===== src/rtl/amg_pkg.sv =====
// Package: register map, field layout and reset values of the input selector control
package amg_pkg;
    // Register byte addresses on the APB slave
    localparam logic [7:0] ADDR_CONTROL    = 8'h00;
    localparam logic [7:0] ADDR_CONFIG     = 8'h04;
    localparam logic [7:0] ADDR_CHANNEL    = 8'h08;
    localparam logic [7:0] ADDR_PAIR       = 8'h0c;
    localparam logic [7:0] ADDR_PORT_PINS  = 8'h10;
    localparam logic [7:0] ADDR_ROUTE      = 8'h14;
    // Field positions
    localparam int ENABLE_BIT      = 0;
    localparam int GAIN_LSB        = 0;
    localparam int GAIN_WIDTH      = 3;
    localparam int CHAN_WIDTH      = 4;
    localparam int PAIR_WIDTH      = 4;
    localparam int PORT_WIDTH      = 8;
    localparam int PAIR_AIN01      = 0;
    localparam int PAIR_AIN23      = 1;
    localparam int PAIR_HV         = 2;
    localparam int PAIR_PORT       = 3;
    // Reset values
    localparam logic [2:0] GAIN_RESET = 3'h0;   // Unity gain code
    localparam logic [3:0] CHAN_RESET = 4'h0;
    localparam logic [3:0] PAIR_RESET = 4'h0;
    localparam logic [7:0] PORT_RESET = 8'h00;
    // Gain codes
    localparam logic [2:0] GAIN_X1   = 3'h0;
    localparam logic [2:0] GAIN_X2   = 3'h1;
    localparam logic [2:0] GAIN_X4   = 3'h2;
    localparam logic [2:0] GAIN_X8   = 3'h3;
    localparam logic [2:0] GAIN_X16  = 3'h4;
    localparam logic [2:0] GAIN_XHALF = 3'h6;
    // Routed selector sources
    typedef enum logic [3:0] {
        SRC_AIN0     = 4'b0000,
        SRC_AIN1     = 4'b0001,
        SRC_AIN2     = 4'b0010,
        SRC_AIN3     = 4'b0011,
        SRC_HV       = 4'b0100,
        SRC_AGND     = 4'b0101,
        SRC_PORT_EVN = 4'b0110,
        SRC_PORT_ODD = 4'b0111,
        SRC_TEMP     = 4'b1000
    } amg_src_type;
endpackage : amg_pkg


===== src/rtl/amg_ctrl.sv =====
// Top: APB register file and analog front-end control for the sar converter
//
// Operation
// - Converter, hold, gain run only when enabled
// - Nine selectable channels into 12-bit converter
// - Each pair software-switchable differential or single
// - Reset makes all pairs single-ended
// - Three-bit gain code scales selected signal
// - Gain is unity after reset
// - Any port-3 pin combination may be selected
// - Even pins one input, odd another
// - HV amplifier selectable like other channels
// - Four-bit channel code selects source
// - Four pairing bits, reset to zero
// - Differential pair yields two's complement result
// - Eight pin-enable bits, cleared by reset
`timescale 1ns/1ps
module amg_ctrl (
    // Clock and reset
    input  wire logic                pclk,
    input  wire logic                presetn,
    // APB slave
    input  wire logic                psel,
    input  wire logic                penable,
    input  wire logic                pwrite,
    input  wire logic [7:0]          paddr,
    input  wire logic [31:0]         pwdata,
    input  wire logic [3:0]          pstrb,
    output logic                     pready,
    output logic [31:0]              prdata,
    output logic                     pslverr,
    // Power control of the analog subsystem
    output logic                     converter_power,
    output logic                     hold_power,
    output logic                     gain_stage_power,
    // Selector and gain stage controls
    output amg_pkg::amg_src_type     pos_src,
    output amg_pkg::amg_src_type     neg_src,
    output logic                     neg_used,
    output logic                     twos_complement,
    output logic [2:0]               gain_select_field,
    output logic [7:0]               port_pin_analog_enable,
    output logic                     even_port_group_active,
    output logic                     odd_port_group_active
);
    import amg_pkg::*;

    logic                subsystem_enable;
    logic [2:0]          gain_code;
    logic [3:0]          channel_code_field;
    logic [3:0]          pair_cfg;
    logic [7:0]          port_pins;
    logic                wr_en;
    logic                rd_en;
    logic                addr_ok;
    logic [31:0]         next_rdata;
    amg_src_type         rt_pos;
    amg_src_type         rt_neg;
    logic                rt_neg_used;
    logic                rt_twos;

    // Single-cycle access phase; zero wait states
    assign pready  = 1'b1;
    assign wr_en   = psel && penable && pwrite && pstrb[0];
    assign rd_en   = psel && penable && !pwrite;

    // Address decode; unmapped words answer with an error
    always_comb begin
        case (paddr)
            ADDR_CONTROL, ADDR_CONFIG, ADDR_CHANNEL,
            ADDR_PAIR, ADDR_PORT_PINS, ADDR_ROUTE: begin
                addr_ok = 1'b1;
            end
            default: begin
                addr_ok = 1'b0;
            end
        endcase
    end
    assign pslverr = psel && penable && !addr_ok;

    // Control register: enable bit
    always_ff @(posedge pclk or negedge presetn) begin
        if (!presetn) begin
            subsystem_enable <= 1'b0;
        end else if (wr_en && paddr == ADDR_CONTROL) begin
            subsystem_enable <= pwdata[ENABLE_BIT];
        end
    end

    // Configuration register: gain code
    always_ff @(posedge pclk or negedge presetn) begin
        if (!presetn) begin
            gain_code <= GAIN_RESET;
        end else if (wr_en && paddr == ADDR_CONFIG) begin
            gain_code <= pwdata[GAIN_LSB +: GAIN_WIDTH];
        end
    end

    // Channel select register
    always_ff @(posedge pclk or negedge presetn) begin
        if (!presetn) begin
            channel_code_field <= CHAN_RESET;
        end else if (wr_en && paddr == ADDR_CHANNEL) begin
            channel_code_field <= pwdata[CHAN_WIDTH-1:0];
        end
    end

    // Pair configuration register
    always_ff @(posedge pclk or negedge presetn) begin
        if (!presetn) begin
            pair_cfg <= PAIR_RESET;
        end else if (wr_en && paddr == ADDR_PAIR) begin
            pair_cfg <= pwdata[PAIR_WIDTH-1:0];
        end
    end

    // Port pin selection register
    always_ff @(posedge pclk or negedge presetn) begin
        if (!presetn) begin
            port_pins <= PORT_RESET;
        end else if (wr_en && paddr == ADDR_PORT_PINS) begin
            port_pins <= pwdata[PORT_WIDTH-1:0];
        end
    end

    // Route decode of channel and pairing
    amg_route u_route (
        .channel_code_field (channel_code_field),
        .pair_cfg           (pair_cfg),
        .pos_src            (rt_pos),
        .neg_used           (rt_neg_used),
        .neg_src            (rt_neg),
        .twos_complement    (rt_twos)
    );

    // outputs follow the registers straight away
    always_comb begin
        pos_src         = rt_pos;
        neg_src         = rt_neg;
        neg_used        = rt_neg_used;
        twos_complement = rt_twos;
        gain_select_field = gain_code;
    end

    // shutdown of converter, hold and gain stage
    assign converter_power  = subsystem_enable;
    assign hold_power       = subsystem_enable;
    assign gain_stage_power = subsystem_enable;

    // even pins tie together, odd pins tie together
    assign port_pin_analog_enable = port_pins;
    assign even_port_group_active = |(port_pins & 8'h55);
    assign odd_port_group_active  = |(port_pins & 8'haa);

    // Read mux; reserved bits read zero
    always_comb begin
        next_rdata = 32'h0000_0000;
        case (paddr)
            ADDR_CONTROL:   next_rdata[0]   = subsystem_enable;
            ADDR_CONFIG:    next_rdata[2:0] = gain_code;
            ADDR_CHANNEL:   next_rdata[3:0] = channel_code_field;
            ADDR_PAIR:      next_rdata[3:0] = pair_cfg;
            ADDR_PORT_PINS: next_rdata[7:0] = port_pins;
            // Live routing state, read only
            ADDR_ROUTE: begin
                next_rdata[3:0] = rt_pos;
                next_rdata[7:4] = rt_neg;
                next_rdata[8]   = rt_neg_used;
                next_rdata[9]   = rt_twos;
            end
            default:        next_rdata = 32'h0000_0000;
        endcase
    end

    // Read data held in a register, loaded in setup phase
    always_ff @(posedge pclk or negedge presetn) begin
        if (!presetn) begin
            prdata <= 32'h0000_0000;
        end else if (psel && !penable && !pwrite) begin
            prdata <= next_rdata;
        end
    end
endmodule : amg_ctrl


===== src/rtl/amg_route.sv =====
// Routing decode: channel code and pairing bits to selector switch controls
`timescale 1ns/1ps
module amg_route (
    // Configuration in
    input  wire logic [3:0]         channel_code_field,
    input  wire logic [3:0]         pair_cfg,
    // Switch controls out
    output amg_pkg::amg_src_type    pos_src,
    output logic                    neg_used,
    output amg_pkg::amg_src_type    neg_src,
    output logic                    twos_complement
);
    import amg_pkg::*;

    // Decode the positive and negative legs of the selected channel
    always_comb begin
        pos_src         = SRC_AIN0;
        neg_src         = SRC_AGND;
        neg_used        = 1'b0;
        if (channel_code_field[3]) begin
            pos_src = SRC_TEMP;
        end else begin
            case (channel_code_field[2:0])
                3'h0, 3'h1: begin
                    if (pair_cfg[PAIR_AIN01]) begin
                        pos_src  = SRC_AIN0;
                        neg_src  = SRC_AIN1;
                        neg_used = 1'b1;
                    end else begin
                        pos_src = channel_code_field[0] ? SRC_AIN1 : SRC_AIN0;
                    end
                end
                3'h2, 3'h3: begin
                    if (pair_cfg[PAIR_AIN23]) begin
                        pos_src  = SRC_AIN2;
                        neg_src  = SRC_AIN3;
                        neg_used = 1'b1;
                    end else begin
                        pos_src = channel_code_field[0] ? SRC_AIN3 : SRC_AIN2;
                    end
                end
                3'h4, 3'h5: begin
                    // high-voltage amp routed like any channel
                    if (pair_cfg[PAIR_HV]) begin
                        pos_src  = SRC_HV;
                        neg_used = 1'b1;   // Negative leg stays on analog ground
                    end else begin
                        pos_src = channel_code_field[0] ? SRC_AGND : SRC_HV;
                    end
                end
                3'h6, 3'h7: begin
                    if (pair_cfg[PAIR_PORT]) begin
                        pos_src  = SRC_PORT_EVN;
                        neg_src  = SRC_PORT_ODD;
                        neg_used = 1'b1;
                    end else begin
                        pos_src = channel_code_field[0] ? SRC_PORT_ODD : SRC_PORT_EVN;
                    end
                end
                default: begin
                    pos_src = SRC_AIN0;
                end
            endcase
        end
    end

    assign twos_complement = neg_used;
endmodule : amg_route


===== config.mk =====
export PLATFORM = sky130hd
export DESIGN_NAME = amg_ctrl
export DESIGN_NICKNAME = d
export VERILOG_FILES = /design/src/rtl/amg_pkg.sv /design/src/rtl/amg_ctrl.sv /design/src/rtl/amg_route.sv
export SDC_FILE = /design/constraint.sdc
export NUM_CORES = 1
export LEC_CHECK = 0
export ABC_CLOCK_PERIOD_IN_PS = 1600
export BUFFER_PORTS_ARGS = -buffer_cell sky130_fd_sc_hd__buf_2
export CAP_MARGIN = 15
export CORE_MARGIN = 4
export CORE_UTILIZATION = 30
export DETAILED_ROUTE_END_ITERATION = 16
export GPL_ROUTABILITY_DRIVEN = 0
export PLACE_DENSITY_LB_ADDON = 0.08
export SKIP_LAST_GASP = 1
export SLEW_MARGIN = 10
export SYNTH_ARGS = -nofsm -noshare
export SYNTH_HDL_FRONTEND = slang
export SYNTH_SLANG_ARGS = --single-unit

===== constraint.sdc =====
create_clock -name pclk -period 1.6 [get_ports pclk]
set_input_delay 0 -clock pclk [delete_from_list [all_inputs] [get_ports pclk]]
set_output_delay 0 -clock pclk [all_outputs]
set_load 0.005 [all_outputs]

==> impl_metrics.csv <==
group,metric,value,unit
worst_setup_path,max_stage_delay,0.54,ns
yosys,ys_types,43,
worst_setup_path,arrival,1.63,ns
clocking,tritoncts,"yes",
run_status,status,"complete, but fails checks",
timing,setup_viol,1,
worst_setup_path,cp-start-kind,"flop",
worst_setup_path,worstPathCellList,"mux4_2, nor3b_2, buf_4, buf_6",
yosys,syn_inst,169,
global_route,grt_max_degree,30,
route,ant_nets,0,
yosys,netlist_area,1800,µm²
run,drv_cap,0,
clocking,clk_pin_slew_worst_paths,0.07,ns
route,wire_per_inst,15.3,µm
worst_setup_path,critPathMaxFanout,2,
clocking,cts.path.max_buffers,2,
route,wl,4.80,mm
timing,finalHoldViolations,0,
power_and_ir_drop,p_leak,1.22,nW
final_layout,drive_gt1_share,44.8,%
timing,finalSetupTns,-0.0319,ns
timing,setup_ws,-0.0319,ns
route,via_count,1455,
floorplanning,core.rowCount,27,
final_layout,nNetsFinal,289,
floorplanning,die_w,85.4,µm
yosys,yosysWarningCount,0,
timing,final.period_utilization,102,%
worst_setup_path,end_kind,"output pin",
placement,dp.final_hpwl,3.75,mm
power_and_ir_drop,peakVddDrop,0.356,mV
clocking,clkLatencyLatePin,0.28,ns
global_route,grt-ovfl-total,0,
worst_setup_path,crit_path_top_delay_cell,"mux4_2",
placement,placed_cells,297,
timing,rsz0062_at_grt,"true",
timing,skew,0.00500,ns
yosys,synth_seq_area_share,40.4,%
floorplanning,initial_utilization,31.9,%
final_layout,fin_area,2300,µm²
placement,pre_cts_slack,0.0445,ns
timing,finalHoldWorstSlack,0.0129,ns
power_and_ir_drop,design_power_total,1.78,mW
yosys,ys.flop_type,"dfrtp_1",
placement,placed_area,2100,µm²
worst_setup_path,r2r_end,"prdata[0]$_DFFE_PN0P_",
worst_setup_path,endpoint,"pos_src[0]",
timing,fmax,613,MHz
worst_setup_path,path_class,"flop to output pin",
timing,timing.slew.headroom,55.6,%
yosys,synth_edf_count,0,
clocking,htreeDepth,2,
final_layout,area_delta_synth_final,28.2,%
global_route,grt_pass1_wl,7.60,mm
timing,timing.final.max_slew_violations,0,
worst_setup_path,cp-startpoint,"channel_code_field[2]$_DFFE_PN0P_",
timing,worst_pin_slew,0.667,ns
floorplanning,dieArea,7300,µm²
worst_setup_path,r2r_slack,0.02,ns
floorplanning,design.core.area,5640,µm²
route,post-route-drc-count,0,
run_status,failed_checks,"setup timing",
yosys,synth.avg_cell_area,10.6,µm²
worst_hold_path,holdCritPathClass,"input port to flop",
global_route,grt_use_total,13.4,%
final_layout,fin_cells,313,
route,drt-initial-drc-count,79,
worst_setup_path,reg2reg_from,"channel_code_field[2]$_DFFE_PN0P_",
floorplanning,num_io_pins,109,
route,firstDrtPassIters,4,
yosys,async_reset_ff_share,100,%
power_and_ir_drop,power_density,771,nW/µm²
route,via_per_inst,4.65,
timing,period_needed,1.63,ns
clocking,numCtsBuffers,5,
yosys,ys_seq_elements,29,
clocking,cts_sinks,29,
global_route,grt_pass1_vias,1491,
final_layout,post-route-util,40.9,%
final_layout,n_antenna_cell,0,
worst_setup_path,required,1.60,ns
global_route,antenna_found_initial,0,
clocking,cts_root_buf,"clkbuf_8",
floorplanning,fp.dieH,85.4,µm
placement,io_buffers,56,
worst_setup_path,r2r_cells,5,
## cell families (layout without fill, tap and decap cells)
kind of cell,after synthesis,in the layout,share of synthesized area [%]
flops,29,29,40.4
buf+inv,37,86,14.2
simple gates,53,53,19.6
mux,25,25,16.1
other cells,2,25,0.418
compound gates,23,23,9.32
## repair_timing
item                                    in CTS  in global routing
resized for setup                            1                  0
endpoints found under the hold margin       39                  0
hold buffers                                 7                  0
buffers inserted                             1                  0
pin swaps                                    1                  2
endpoints found under the setup margin       1                  4
## cells in the final DEF (no fill, tap or decap), types with 2 or more instances in the layout
| cell type | count |
|---|---|
| nand2_1 | 10 |
| nor2_1 | 9 |
| mux2i_1 | 3 |
| a31oi_1 | 8 |
| dlygate4sd3_1 | 7 |
| nand3b_1 | 2 |
| and3_1 | 3 |
| buf_4 | 14 |
| or4_1 | 2 |
| dfrtp_1 | 29 |
| clkbuf_8 | 6 |
| buf_2 | 55 |
| nor3b_1 | 2 |
| nor3_1 | 2 |
| nor4_4 | 2 |
| nand3_1 | 2 |
| o31ai_1 | 2 |
| o21ai_0 | 3 |
| mux2_2 | 21 |
| nand4_1 | 3 |
| o2111ai_1 | 3 |
| conb_1 | 25 |
| nor2b_1 | 5 |
## layer usage
layer | GRT usage [%] | up-vias | routed length [µm]
met5 | 0 | - | 0
met4 | 4.75 | 0 | 40
li1 | - | 707 | -
met1 | 17.6 | 689 | 2200
met3 | 3.59 | 4 | 318
met2 | 21.0 | 55 | 2240
## worst min path at each step
stage                                             end       from  slack [ns]  depth (start not counted)
floorplan           channel_code_field[0]$_DFFE_PN0P_    presetn       -0.30                          0
global placement                prdata[7]$_DFFE_PN0P_    presetn        0.09                          1
detailed placement              prdata[7]$_DFFE_PN0P_    presetn        0.08                          1
CTS                 channel_code_field[1]$_DFFE_PN0P_  pwdata[1]       0.005                          2
global route        channel_code_field[1]$_DFFE_PN0P_  pwdata[1]       0.007                          2
finish              channel_code_field[1]$_DFFE_PN0P_  pwdata[1]        0.01                          2
## Yosys cell counts (all sizes together), types with 2 or more instances
master / n / area (µm²)
nand3b: 2 / 15.0
o2111ai: 3 / 26.3
mux2i: 3 / 30.0
nand2: 10 / 37.5
conb: 2 / 7.51
a31oi: 8 / 50.1
or4: 2 / 15.0
nand3: 2 / 10.0
dfrtp: 29 / 726
nor3: 2 / 10.0
o21ai: 3 / 15.0
nor3b: 3 / 27.5
nand4: 4 / 31.3
buf: 34 / 244
nor4: 2 / 42.5
o31ai: 2 / 15.0
nor2: 10 / 45.0
nor2b: 5 / 31.3
and3: 3 / 18.8
mux2: 21 / 236
clkbuf: 2 / 7.51
## cell type report
cell class / count / area, µm²
clock inverter: 2 / 37.5
inverter: 1 / 3.75
clock buffer: 6 / 82.6
timing repair buffer: 77 / 462
fill: 584 / 3340
tap: 72 / 90.1
multi-input combinational: 126 / 903
sequential: 29 / 726
## critical path: cells and delay by family (launching register included)
kind	cells	cell delay, ns
and+or+nand+nor	1	0.21
DFF	1	0.38
muxes	1	0.54
buffers and inverters	2	0.22
## registers in the layout (all words and copies together) (netlist names)
signal and cells:
prdata 9, port_pin_analog_enable 8, channel_code_field 4, pair_cfg 4, gain_select_field 3, converter_power 1
## where the power goes
group / switching [mW] / internal, mW / total, mW
Combinational: 0.116 / 0.0868 / 0.203
Clock: 0.304 / 0.506 / 0.810
Sequential: 0.0117 / 0.753 / 0.764
Power figures use the tool's default switching activity.
